File: config.mk
export PLATFORM = sky130hd
export DESIGN_NAME = wdog_dev_end_flat
export DESIGN_NICKNAME = d
export VERILOG_FILES = /design/src/design/wdog_pkg.sv /design/src/design/wdog_if.sv /design/src/design/wdog_dev_end.sv /design/src/flat_wrapper.sv
export SDC_FILE = /design/constraint.sdc
export NUM_CORES = 1
export LEC_CHECK = 0
export BUFFER_PORTS_ARGS = -buffer_cell sky130_fd_sc_hd__buf_2
export CORE_ASPECT_RATIO = 1.1
export CORE_UTILIZATION = 56
export CTS_CLUSTER_SIZE = 14
export DETAILED_ROUTE_END_ITERATION = 7
export MAX_ROUTING_LAYER = met4
export PLACE_DENSITY = 0.83
export SLEW_MARGIN = 10
export SYNTH_ARGS = -nofsm -noshare
export SYNTH_HDL_FRONTEND = slang
export SYNTH_SLANG_ARGS = --single-unit
File: constraint.sdc
create_clock -name clk_sys_in -period 3.5 [get_ports clk_sys_in]
set_input_delay 1.05 -clock clk_sys_in [delete_from_list [all_inputs] [get_ports clk_sys_in]]
set_output_delay 1.05 -clock clk_sys_in [all_outputs]
set_load 0.1 [all_outputs]
File: src/design/wdog_pkg.sv
// shared constants and types for the watchdog configuration block
`default_nettype none
package wdog_pkg;
  localparam int          SEL_W          = 4;
  localparam logic [3:0]  SEL_MAX        = 4'h9;
  localparam logic [3:0]  SEL_RST        = 4'h0;
  localparam int          BASE_CYCLES    = 2048;
  localparam int          CNT_W          = 21;
  localparam int          UNLOCK_CYCLES  = 4;
  localparam logic [2:0]  UNLOCK_CNT_MAX = 3'h4;
  localparam logic [15:0] RESET_VECTOR   = 16'h0000;
  // control register bit positions
  localparam int          BIT_SEL3       = 5;
  localparam int          BIT_UNLOCK     = 4;
  localparam int          BIT_ENABLE     = 3;
  localparam int          CTRL_W         = 8;
  // clock and oscillator rates
  localparam int          SYS_HZ         = 10_000_000;
  localparam int          WDOG_OSC_HZ    = 128_000;
  localparam int          OSC_DIV        = SYS_HZ / WDOG_OSC_HZ;
  typedef enum logic [1:0] {
    OP_NONE,
    OP_WRITE,
    OP_KICK
  } op_t;
endpackage
`default_nettype wire

File: src/design/wdog_if.sv
// register write path between core software and the watchdog
`default_nettype none
interface wdog_if;
  import wdog_pkg::*;
  logic              wr_en;
  logic [CTRL_W-1:0] wr_data;
  logic              kick;
  logic [CTRL_W-1:0] rd_data;
  logic              flag_clr;
  logic              reset_flag;
  modport device (input wr_en, wr_data, kick, flag_clr,
                  output rd_data, reset_flag);
  modport core (output wr_en, wr_data, kick, flag_clr,
                input rd_data, reset_flag);
endinterface
`default_nettype wire

File: src/design/wdog_dev_end.sv
// watchdog control register, timed unlock and timeout counter
// Summary of operation
// - select codes 0..9 give 2048 doubling cycles
// - level 1 starts disabled, plain enable
// - level 1 unlock only needed to disable
// - unlock write sets unlock and enable
// - level 1 final write within four cycles
// - level 2 always enabled, reads one
// - level 2 unlock writes unlock and enable
// - level 2 final write sets timeout only
// - watchdog reset restarts at vector zero
// - software masks interrupts during sequence
// - unlock write keeps current timeout
// - unlock bit self-clears after four cycles
// - reset flag forces enable in level 1
// - software clears flag before disabling
`default_nettype none
module wdog_dev_end
  import wdog_pkg::*;
(
  // clock and reset
  input  wire logic         clk_sys_in,
  input  wire logic         rst_in,
  // straps and status
  input  wire logic         safety_level2_in,
  input  wire logic         ext_reset_flag_in,
  output logic              wdog_reset_out,
  output logic [15:0]       restart_addr_out,
  output logic              running_out,
  // core side
  wdog_if.device            bus
);
  // strap pins
  logic [1:0]       pin_raw;
  logic [1:0]       pin_s1_q;
  logic [1:0]       pin_s2_q;
  logic [1:0]       pin_s3_q;
  logic [1:0]       pin_q;
  logic [1:0]       pin_d;
  logic [1:0]       pin_agree;
  logic             started_q;
  logic             started_d;
  logic             lvl2_q;
  logic             lvl2_d;
  // write decode
  logic             w_unl;
  logic             w_en;
  logic [SEL_W-1:0] w_sel;
  logic             w_arm;
  logic             w_final;
  logic             w_plain;
  // unlock window
  logic             unl_q;
  logic             unl_d;
  logic [2:0]       ucnt_q;
  logic [2:0]       ucnt_d;
  // configuration
  logic             en_q;
  logic             en_d;
  logic [SEL_W-1:0] sel_q;
  logic [SEL_W-1:0] sel_d;
  logic             en_eff;
  // timeout counter
  logic [7:0]       div_q;
  logic [7:0]       div_d;
  logic [CNT_W-1:0] cnt_q;
  logic [CNT_W-1:0] cnt_d;
  logic [CNT_W-1:0] limit;
  logic             tick;
  logic             fire_q;
  logic             fire_d;
  // reset cause flag and outputs
  logic             flag_q;
  logic             flag_d;
  logic             running_q;
  logic             running_d;
  logic [15:0]      addr_q;
  logic [15:0]      addr_d;

  assign pin_raw   = {ext_reset_flag_in, safety_level2_in};
  assign pin_agree = ~(pin_s2_q ^ pin_s3_q);

  // a level counts only once two stages agree, so a glitch is ignored
  always_comb begin
    pin_d     = (pin_agree & pin_s3_q) | (~pin_agree & pin_q);
    started_d = 1'b1;
    lvl2_d    = started_q ? lvl2_q : pin_q[0];
  end

  // no reset: the straps must be settled when reset lifts
  always_ff @(posedge clk_sys_in) begin
    pin_s1_q <= pin_raw;
    pin_s2_q <= pin_s1_q;
    pin_s3_q <= pin_s2_q;
    pin_q    <= pin_d;
  end

  always_ff @(posedge clk_sys_in) begin
    if (rst_in) begin
      started_q <= 1'b0;
      lvl2_q    <= 1'b0;
    end else begin
      started_q <= started_d;
      lvl2_q    <= lvl2_d;
    end
  end

  assign w_unl   = bus.wr_data[BIT_UNLOCK];
  assign w_en    = bus.wr_data[BIT_ENABLE];
  assign w_sel   = {bus.wr_data[BIT_SEL3], bus.wr_data[2:0]};
  assign w_arm   = bus.wr_en & w_unl & w_en;
  assign w_final = bus.wr_en & ~w_arm & unl_q;
  assign w_plain = bus.wr_en & ~w_arm & ~unl_q;

  always_comb begin
    unl_d  = unl_q;
    ucnt_d = ucnt_q;
    // window closes by itself four cycles after opening
    if (unl_q) begin
      if (ucnt_q == UNLOCK_CNT_MAX - 3'h1) begin
        unl_d  = 1'b0;
        ucnt_d = 3'h0;
      end else begin
        ucnt_d = ucnt_q + 3'h1;
      end
    end
    if (w_arm) begin
      unl_d  = 1'b1;
      ucnt_d = 3'h0;
    end else if (w_final) begin
      // one protected write per window
      unl_d  = 1'b0;
      ucnt_d = 3'h0;
    end
  end

  always_ff @(posedge clk_sys_in) begin
    if (rst_in) begin
      unl_q  <= 1'b0;
      ucnt_q <= 3'h0;
    end else begin
      unl_q  <= unl_d;
      ucnt_q <= ucnt_d;
    end
  end

  always_comb begin
    en_d  = en_q;
    sel_d = sel_q;
    if (w_arm) begin
      if (!lvl2_q) begin
        sel_d = w_sel;
      end
    end else if (w_final) begin
      sel_d = w_sel;
      if (!lvl2_q) begin
        en_d = w_en;
      end
    end else if (w_plain && !lvl2_q) begin
      // outside window: enable may rise, never fall
      if (w_en) begin
        en_d = 1'b1;
      end
      sel_d = w_sel;
    end
    // flag holds the enable bit itself set, not only its read value
    if (flag_q && !lvl2_q) begin
      en_d = 1'b1;
    end
  end

  always_ff @(posedge clk_sys_in) begin
    if (rst_in) begin
      en_q  <= 1'b0;
      sel_q <= SEL_RST;
    end else begin
      en_q  <= en_d;
      sel_q <= sel_d;
    end
  end

  assign en_eff = lvl2_q | en_q | (flag_q & ~lvl2_q);
  // reserved codes saturate to the longest timeout
  assign limit = (sel_q > SEL_MAX) ? CNT_W'(BASE_CYCLES << SEL_MAX)
               : CNT_W'(BASE_CYCLES << sel_q);
  assign tick  = (div_q == 8'(OSC_DIV - 1));

  always_comb begin
    div_d  = tick ? 8'h00 : div_q + 8'h01;
    cnt_d  = cnt_q;
    fire_d = 1'b0;
    if (bus.kick || !en_eff) begin
      cnt_d = '0;
      div_d = 8'h00;
    end else if (tick) begin
      if (cnt_q >= limit - CNT_W'(1)) begin
        fire_d = 1'b1;
        cnt_d  = '0;
      end else begin
        cnt_d = cnt_q + CNT_W'(1);
      end
    end
  end

  always_ff @(posedge clk_sys_in) begin
    if (rst_in) begin
      div_q  <= 8'h00;
      cnt_q  <= '0;
      fire_q <= 1'b0;
    end else begin
      div_q  <= div_d;
      cnt_q  <= cnt_d;
      fire_q <= fire_d;
    end
  end

  always_comb begin
    flag_d = flag_q;
    if (!started_q) begin
      // reset cause kept over a watchdog reset
      flag_d = flag_q | pin_q[1];
    end
    if (bus.flag_clr) begin
      flag_d = 1'b0;
    end
    // set wins over a clear in the same cycle
    if (fire_d) begin
      flag_d = 1'b1;
    end
  end

  always_ff @(posedge clk_sys_in) begin
    if (rst_in) begin
      flag_q <= 1'b0;
    end else begin
      flag_q <= flag_d;
    end
  end

  always_comb begin
    running_d = en_eff;
    addr_d    = RESET_VECTOR;
  end

  always_ff @(posedge clk_sys_in) begin
    if (rst_in) begin
      running_q <= 1'b0;
      addr_q    <= RESET_VECTOR;
    end else begin
      running_q <= running_d;
      addr_q    <= addr_d;
    end
  end

  always_comb begin
    bus.rd_data             = '0;
    bus.rd_data[BIT_SEL3]   = sel_q[3];
    bus.rd_data[2:0]        = sel_q[2:0];
    bus.rd_data[BIT_UNLOCK] = unl_q;
    bus.rd_data[BIT_ENABLE] = en_eff;
  end

  assign bus.reset_flag   = flag_q;
  assign wdog_reset_out   = fire_q;
  assign restart_addr_out = addr_q;
  assign running_out      = running_q;
endmodule
`default_nettype wire

File: src/flat_wrapper.sv
// flat-port wrapper written by rule: the top's interface ports become plain ports
module wdog_dev_end_flat import wdog_pkg::*;
  (clk_sys_in, rst_in, safety_level2_in, ext_reset_flag_in, wdog_reset_out, restart_addr_out, running_out, bus_wr_en, bus_wr_data, bus_kick, bus_flag_clr, bus_rd_data, bus_reset_flag);
  wdog_if bus_i ();
  input  wire logic clk_sys_in;
  input  wire logic rst_in;
  input  wire logic safety_level2_in;
  input  wire logic ext_reset_flag_in;
  output logic wdog_reset_out;
  output logic [15:0] restart_addr_out;
  output logic running_out;
  input wire logic [$bits(bus_i.wr_en)-1:0] bus_wr_en;
  input wire logic [$bits(bus_i.wr_data)-1:0] bus_wr_data;
  input wire logic [$bits(bus_i.kick)-1:0] bus_kick;
  input wire logic [$bits(bus_i.flag_clr)-1:0] bus_flag_clr;
  output wire logic [$bits(bus_i.rd_data)-1:0] bus_rd_data;
  output wire logic [$bits(bus_i.reset_flag)-1:0] bus_reset_flag;
  assign bus_i.wr_en = bus_wr_en;
  assign bus_i.wr_data = bus_wr_data;
  assign bus_i.kick = bus_kick;
  assign bus_i.flag_clr = bus_flag_clr;
  assign bus_rd_data = bus_i.rd_data;
  assign bus_reset_flag = bus_i.reset_flag;
  wdog_dev_end u_core (.clk_sys_in(clk_sys_in), .rst_in(rst_in), .safety_level2_in(safety_level2_in), .ext_reset_flag_in(ext_reset_flag_in), .wdog_reset_out(wdog_reset_out), .restart_addr_out(restart_addr_out), .running_out(running_out), .bus(bus_i));
endmodule
Yosys cells after proc, flatten, opt, wreduce, memory -nomap -nowiden
Index checks and enable logic that the tools add are counted.
Operators by class
  bitwise logic cells: 18
  add/subtract/negate cells: 4
  magnitude comparators: 2
  shift operators: 1
  mux-type cells: 24
  reductions and logical operators: 13
  eq/ne operators: 6
Operator list (count)
  2-to-1 mux 21 bit: 2
  adder 21 x 1 -> 21 bit (second input constant): 1
  greater-or-equal comparator 21 bit: 1
  << shifter 12 x 4 -> 21 bit (first input constant): 1
  subtractor 21 x 1 -> 21 bit (second input constant): 1
  2-to-1 mux 1 bit: 17
  2-to-1 mux 4 bit: 4
  nonzero test 3 bit: 3
  adder 8 x 1 -> 8 bit (second input constant): 1
  == test 8 x 7 -> 1 bit (second input constant): 1
  AND 1 bit: 6
  inequality test 3 bit (second input constant): 2
  OR reduction 3 bit: 2
  AND 2 bit: 2
  greater-than comparator 4 bit (second input constant): 1
  inequality test 2 bit (second input constant): 2
  NOT 2 bit: 2
  AND reduction 4 bit: 1
  adder 3 x 1 -> 3 bit (second input constant): 1
  == test 3 x 2 -> 1 bit (second input constant): 1
  2-to-1 mux 3 bit: 1
  NOT 1 bit: 3
  bitwise OR 1 bit: 3
  logical AND 1 bit: 2
  6 further kinds: 7
Storage, ports and cells
  bits of input ports: 15
  bits in registers: 51

Logic depth before layout (Yosys ltp)
Gate-level depths: netlist of run 1.
  word-level depth: 10
  mapped depth: 15

Worst setup path after synthesis of run 1
No wires, ideal clock.
  kind: register to register
  start point: register u_core.sel_q[2]
  end point: register u_core.cnt_q[11]
  setup time: 0.115 ns
  cell stages (with the launch flop): 15
  slack: -0.071 ns
  path buffers: 3
  data arrival time: 3.456 ns
  path through: dfxtp_1 clkbuf_1 nor3_1 nand2b_1 ha_1 clkbuf_1 a21oi_1 o31a_1 ha_1 nand4_1 nor4_4 a21oi_2 a31oi_4 buf_6 nor2_2
On the way
  longest elaborated chain between the ends: 5
  elaborated cells between the ends (all ways): 6
  classes of those cells: add/sub (1); order compare (2); shift (1); mux (2)
RTL lines
  start: declaration: RTL line wdog_dev_end.sv:60  | logic [SEL_W-1:0] sel_q;
  start signal: assignment: RTL line wdog_dev_end.sv:178  | sel_q <= sel_d;
  << shifter 12 x 4 -> 21 bit or greater-than comparator 4 bit (tied branches): RTL line wdog_dev_end.sv:185, wdog_dev_end.sv:184
  2-to-1 mux 21 bit *: RTL line wdog_dev_end.sv:184  | assign limit = (sel_q > SEL_MAX) ? CNT_W'(BASE_CYCLES << SEL_MAX)
  subtractor 21 x 1 -> 21 bit *: RTL line wdog_dev_end.sv:196  | if (cnt_q >= limit - CNT_W'(1)) begin
  greater-or-equal comparator 21 bit *: RTL line wdog_dev_end.sv:196
  2-to-1 mux 21 bit *: RTL line wdog_dev_end.sv:196
  end signal: assignment: RTL line wdog_dev_end.sv:212  | cnt_q <= cnt_d;
  end: declaration: RTL line wdog_dev_end.sv:66  | logic [CNT_W-1:0] cnt_q;
Mark *: on every way between the ends. The rest lies on a longest branch, timed or not.
A chain may end at the register's enable or synchronous reset.

Worst setup path after layout of run 1
  start point: register u_core.sel_q[3]
  end point: register u_core.cnt_q[5]
Same word-level chain as after synthesis.

==> impl_metrics.csv, run 1 <==
group,metric,value,unit
global_routing,grt_pass1_wl,7140,um
worst_setup_path,reg2reg_from,"u_core.sel_q[3]",
min_path,hold_class,"flip-flop to flip-flop",
drt,avgRoutedWirePerCell,11.8,um
drt,vias,1899,
finish,diodes,0,
min_path,hold_depth,0,
drt,drcViolationCount,0,
die,row_count,26,
timing,slew_violations,0,
finish,fillCellCount,384,
timing,period_needed,3130,ps
drt,via_per_inst,5.17,
cts,root_buffer,"clkbuf_8",
global_routing,grt_overflow,0,
finish,area_growth,5.09,%
placed_design,io_buffer_count,21,
yosys,synth_area,2680,um2
yosys,async_flop_share,0,%
pwr,powerDensity,430,nW/um2
yosys,synth_largest_area_cell,"dfxtp_1",
flow_run,drv_cap,0,
worst_setup_path,start_kind,"flip-flop",
die,placeableCoreArea,4620,um2
global_routing,grtUsageTotal,19.5,%
die,top_level_ports,42,
die,die_h,74.5,um
timing,post-route-period-util,89.4,%
timing,finalSetupViolations,0,
finish,nets,340,
cts,numCtsBuffers,5,
finish,final_common_cell,"dfxtp_1",
worst_setup_path,worst_ep_required_time,3700,ps
pwr,vdd_drop_max,0.000436,V
yosys,synthTopCellsByArea,"dfxtp_1 (37%), ha_1 (7.0%), xnor2_1 (6.2%)",
worst_setup_path,r2r_end,"u_core.cnt_q[5]",
drt,drtIter0Drc,73,
worst_setup_path,crit_type,"flip-flop to flip-flop",
min_path,whs_endpoint,"u_core.pin_s2_q[1]",
placed_design,place_hpwl,3190,um
die,initial_core_util,58.0,%
yosys,yosysUniqueCellTypes,51,
yosys,synth_cells,294,
min_path,worstHoldStart,"u_core.pin_s1_q[1]",
drt,routed.top_layer,"met4",
global_routing,antenna_found_initial,0,
cts,post_cts_resized,0,
placed_design,gp_congestion,0.780,
worst_setup_path,cp.arrival,3330,ps
worst_setup_path,regToRegSetupSlack,370,ps
yosys,ys.flop_type,"dfxtp_1",
pwr,p_total,1210,uW
yosys,yosysTopAreaCellShare,36.6,%
timing,hold_viol_final,0,
global_routing,grt_max_degree,21,
timing,setup_tns,0,ps
cts,cts_sinks,51,
drt,drtPass1Iterations,4,
drt,wirelength,4320,um
timing,rsz0062_at_grt,"false",
timing,clock_skew,4.09,ps
cts,clkLatencyLatePin,310,ps
drt,drt-met1-wl,2030,um
yosys,synth_edf_count,2,
global_routing,grt_pass1_vias,1701,
yosys,syn_avg_cell_area,9.11,um2
worst_setup_path,ff2ff_path_depth,13,
finish,layout_common_cells,"dfxtp_1 (45), nor2_1 (35), buf_2 (21)",
drt,route.met3.wl,111,um
drt,met2_length,2110,um
cts,hold_buffers,0,
yosys,ys_ff_latch,51,
worst_setup_path,endpoint_kind,"flip-flop",
cts,cts_tree,"yes",
die,dieArea,5060,um2
worst_setup_path,crit_fanout,20,
die,die_x,67.9,um
pwr,p_leak,0.00109,uW
timing,fmax,319,MHz
cts,clock_path_buffers,2,
cts,cts.clk_slew.worst_paths,90,ps
finish,drive_above_1_share,17.4,%
drt,antenna_left,0,
yosys,synth-seq-area-share,38.9,%
yosys,synth_warnings,0,
cts,post-cts-setup-buffers,0,
cts,htree_levels,2,
run_status,outcome,"finished clean",
worst max path at each step:
stage	depth (start not counted)	to	startpoint
detailed placement	13	u_core.cnt_q[0]	u_core.sel_q[3]
global placement	13	u_core.cnt_q[5]	u_core.sel_q[3]
global route	13	u_core.cnt_q[3]	u_core.sel_q[3]
floorplan	14	u_core.cnt_q[11]	u_core.sel_q[2]
CTS	13	u_core.cnt_q[0]	u_core.sel_q[3]
finish	13	u_core.cnt_q[5]	u_core.sel_q[3]
flip-flops by register name, indices dropped and copies added, names as in the netlist, 2 cells and up, named ones only:
| name | cells |
|---|---|
| u_core.cnt_q | 21 |
| u_core.pin_s2_q | 2 |
| u_core.sel_q | 4 |
| u_core.pin_s3_q | 2 |
| u_core.div_q | 8 |
| u_core.ucnt_q | 3 |
| u_core.pin_s1_q | 2 |
cell usage after synthesis, types with 2 or more instances:
| cell | count |
|---|---|
| a21o_1 | 2 |
| a21oi_1 | 11 |
| and2_1 | 3 |
| and3_1 | 3 |
| and4_1 | 4 |
| buf_4 | 21 |
| buf_6 | 2 |
| clkbuf_1 | 5 |
| conb_1 | 2 |
| dfxtp_1 | 49 |
| edfxtp_1 | 2 |
| ha_1 | 15 |
| inv_1 | 11 |
| mux2i_1 | 7 |
| nand2_1 | 13 |
| nand2b_1 | 2 |
| nand3_1 | 10 |
| nand4_1 | 8 |
| nor2_1 | 35 |
| nor2_2 | 10 |
| nor2b_1 | 3 |
| nor3_1 | 14 |
| o21ai_0 | 7 |
| or3_1 | 2 |
| xnor2_1 | 19 |
| xor2_1 | 9 |
final cells by class:
| type | count | area [um2] | share of cell area [%] |
|---|---|---|---|
| Clock buffer | 5 | 68.8 | 2.44 |
| Clock inverter | 3 | 23.8 | 0.844 |
| Inverter | 11 | 41.3 | 1.47 |
| Multi-Input combinational cell | 219 | 1450 | 51.6 |
| Sequential cell | 51 | 1050 | 37.2 |
| Tap cell | 56 | 70.1 | 2.49 |
| Timing Repair Buffer | 22 | 113 | 4.00 |
power by group:
group	internal, uW	switching (uW)	total [uW]
Clock	145	207	351
Combinational	51.0	195	246
Sequential	599	14.9	614
critical path: stages (launching register included):
cell and delay [ps]:
dfxtp_2 370, nor3_1 240, nand2b_1 110, ha_1 300, nor3_1 170, a21oi_1 60
o31a_1 250, ha_1 280, nand4_1 210, nor4_4 370, a21oi_2 110, a31oi_4 170
buf_4 290, nor2_1 90
per-stage QoR:
stage                     hold WS [ps]  utilization, %  cells  worst slack, ps  area [um2]
after floorplan                    310               -    311              237        2750
after global placement             313            58.9    359              438        2720
after detailed placement           324            58.9    359              386        2720
after CTS                          346            60.9    367              352        2820
after global routing               363            60.9    367             68.0        2820
final                              343            60.9    367              370        2820
layer usage:
metal / GRT usage (%) / vias up
li1: - / 1005
met1: 21.4 / 871
met2: 32.7 / 17
met3: 5.52 / 6
met4: 7.64 / 0
met5: - / -
cells by family (layout without fill, tap and decap cells):
logic type / Yosys count / count (layout) / synth area share, %
adder cells (fa/ha/maj): 15 / 15 / 7.01
AO/OA/AOI/OAI: 32 / 32 / 7.99
multiplexers: 8 / 8 / 3.04
flip-flops: 51 / 51 / 38.9
AND/OR/NAND/NOR: 117 / 117 / 24.4
XOR/XNOR: 28 / 28 / 9.15
buffers and inverters: 41 / 41 / 9.29
other: 2 / 19 / 0.280
Power figures use the tool's default switching activity.
==> inputs of run 2 (changes only) <==
- CORE_UTILIZATION: 56 -> 60
- PLACE_DENSITY: 0.83 -> 0.88
- clock period: 3.5 -> 3.8 ns (I/O delays scaled with it)
==> run 2 against run 1 <==
Utilization rose by 4.5 points. Sequential share of layout area is 0.062 points lower. Final cell count decreased by 0.54%. Clock-buffer cell count unchanged. Power fell by 8.6%. Clock skew increased by 8.2 ps. Routed wire length decreased by 0.69%. First-iteration DRC count increased by 52%. Register-to-register slack gained 220 ps.
==> impl_metrics.csv, run 2 (synthesized netlist as in run 1, its figures left out) <==
group,metric,value,unit
drt,vias,1936,
min_path,hold_class,"flip-flop to flip-flop",
worst_setup_path,cpPeakStageDelay,400,ps
timing,fmax,312,MHz
finish,regMostFlops,"u_core.cnt_q",
cts,cts.clk_slew.worst_paths,100,ps
global_routing,grtUsageTotal,21.4,%
finish,final_util,65.5,%
timing,post-route-period-util,84.4,%
cts,root_buffer,"clkbuf_8",
pwr,vdd_drop_max,0.000288,V
cts,post-cts-setup-buffers,0,
cts,clkLatencyLatePin,310,ps
timing,hold_ws,336,ps
finish,drive_above_1_share,16.1,%
placed_design,place_area,2720,um2
cts,numCtsBuffers,5,
worst_setup_path,worst_ep_required_time,3990,ps
global_routing,antenna_found_initial,0,
global_routing,grt_max_degree,21,
finish,final_common_cell,"dfxtp_1",
global_routing,grt_pass1_wl,7800,um
finish,nets,340,
die,die_h,72.1,um
finish,diodes,0,
timing,clock_skew,12.3,ps
finish,layout_common_cells,"dfxtp_1 (49), nor2_1 (35), buf_2 (21)",
pwr,p_total,1110,uW
worst_setup_path,endpoint_kind,"flip-flop",
drt,drtPass1Iterations,5,
die,placeableCoreArea,4290,um2
finish,final_area,2810,um2
pwr,comb_power_share,20.6,%
die,top_level_ports,42,
drt,drtIter0Drc,111,
cts,post_cts_resized,0,
cts,htree_levels,2,
cts,cts_sinks,51,
finish,largest_register_ffs,21,
pwr,p_sw,376,uW
drt,wirelength,4290,um
drt,via_per_inst,5.30,
pwr,p_leak,0.00109,uW
pwr,powerDensity,394,nW/um2
drt,antenna_left,0,
placed_design,gp_congestion,0.833,
worst_setup_path,start_kind,"flip-flop",
worst_setup_path,path_delay_family,"simple AND/OR/NAND/NOR gates",
run_status,outcome,"finished clean",
timing,period_needed,3210,ps
worst_setup_path,crit_fanout,20,
die,die_x,65.7,um
finish,largest_registers,"u_core.cnt_q (21), u_core.div_q (8), u_core.sel_q (4)",
die,initial_core_util,62.5,%
global_routing,grt_overflow,0,
worst_setup_path,crit_buf_inv,1,
placed_design,place_hpwl,3240,um
worst_setup_path,regToRegSetupSlack,590,ps
die,dieArea,4740,um2
timing,setup_tns,0,ps
die,row_count,25,
worst_setup_path,critPathSlowestCell,"dfxtp_1",
timing,hold_viol_final,0,
placed_design,io_buffer_count,21,
worst_setup_path,crit_chain,"nor3_1, nand2b_1, ha_1, nor3_1, a21oi_1, o31a_1, ha_1, nand4_1, nor4_4, a21oi_2, a31oi_4, buf_4, nor2_1",
timing,finalSetupViolations,0,
pwr,pwr-share-clk,28.4,%
global_routing,grt_pass1_vias,1920,
timing,slew_violations,0,
finish,area_growth,4.76,%
cts,clock_path_buffers,2,
timing,rsz0062_at_grt,"false",
drt,avgRoutedWirePerCell,11.8,um
cts,hold_buffers,0,
worst_setup_path,cp.arrival,3390,ps
pwr,p_seq_share,51.1,%
flow_run,drv_cap,0,
pwr,p_sw_share,34.0,%
cts,cts_tree,"yes",
worst_setup_path,crit_type,"flip-flop to flip-flop",
drt,drcViolationCount,0,
pwr,p_int,731,uW
==> run 2: final cells by class <==
class                      count  area (um2)
clock buffer                   5        68.8
clock inverter                 3        22.5
fill                         374        1480
inverter                      11        41.3
multi-input combinational    219        1450
sequential                    51        1040
tap                           54        67.6
timing repair buffer          22         113
==> run 2: final timing paths <==
check                     startpoint                  to  cells after the start
hold reg to reg   u_core.pin_s1_q[0]  u_core.pin_s2_q[0]                      0
setup / recovery     u_core.sel_q[3]     u_core.cnt_q[3]                     13
hold / removal    u_core.pin_s1_q[0]  u_core.pin_s2_q[0]                      0
setup reg to reg     u_core.sel_q[3]     u_core.cnt_q[3]                     13
==> run 2: per-layer routing <==
layer	GRT usage, %	part of all wire [%]	routed length, um
met5	-	0	0
met3	3.93	2.6	113
met1	23.6	45	1940
met2	37.5	50	2160
met4	8.70	1.8	78
==> run 2: power groups by stage <==
stage                     Clock [uW]  Combinational (uW)  Sequential (uW)
final                            314                 228              565
after global routing             338                 243              568
after CTS                        324                 228              565
after detailed placement           0                 228              578
after global placement             0                 224              576
after floorplan                    0                 195              601
==> run 2: worst reg2reg max path: cells and delay by family (launching register included) <==
kind	cells	cell delay [ps]
and+or+nand+nor	6	1220
buffers and inverters	1	300
AOI/OAI and AO/OA	4	590
adders and majority gates	2	580
DFF	1	400
==> run 2: metrics by stage <==
| step | setup WS, ps | cells |
|---|---|---|
| floorplan | 229 | 311 |
| global placement | 681 | 357 |
| detailed placement | 631 | 357 |
| CTS | 591 | 365 |
| global route | 311 | 365 |
| finish | 594 | 365 |
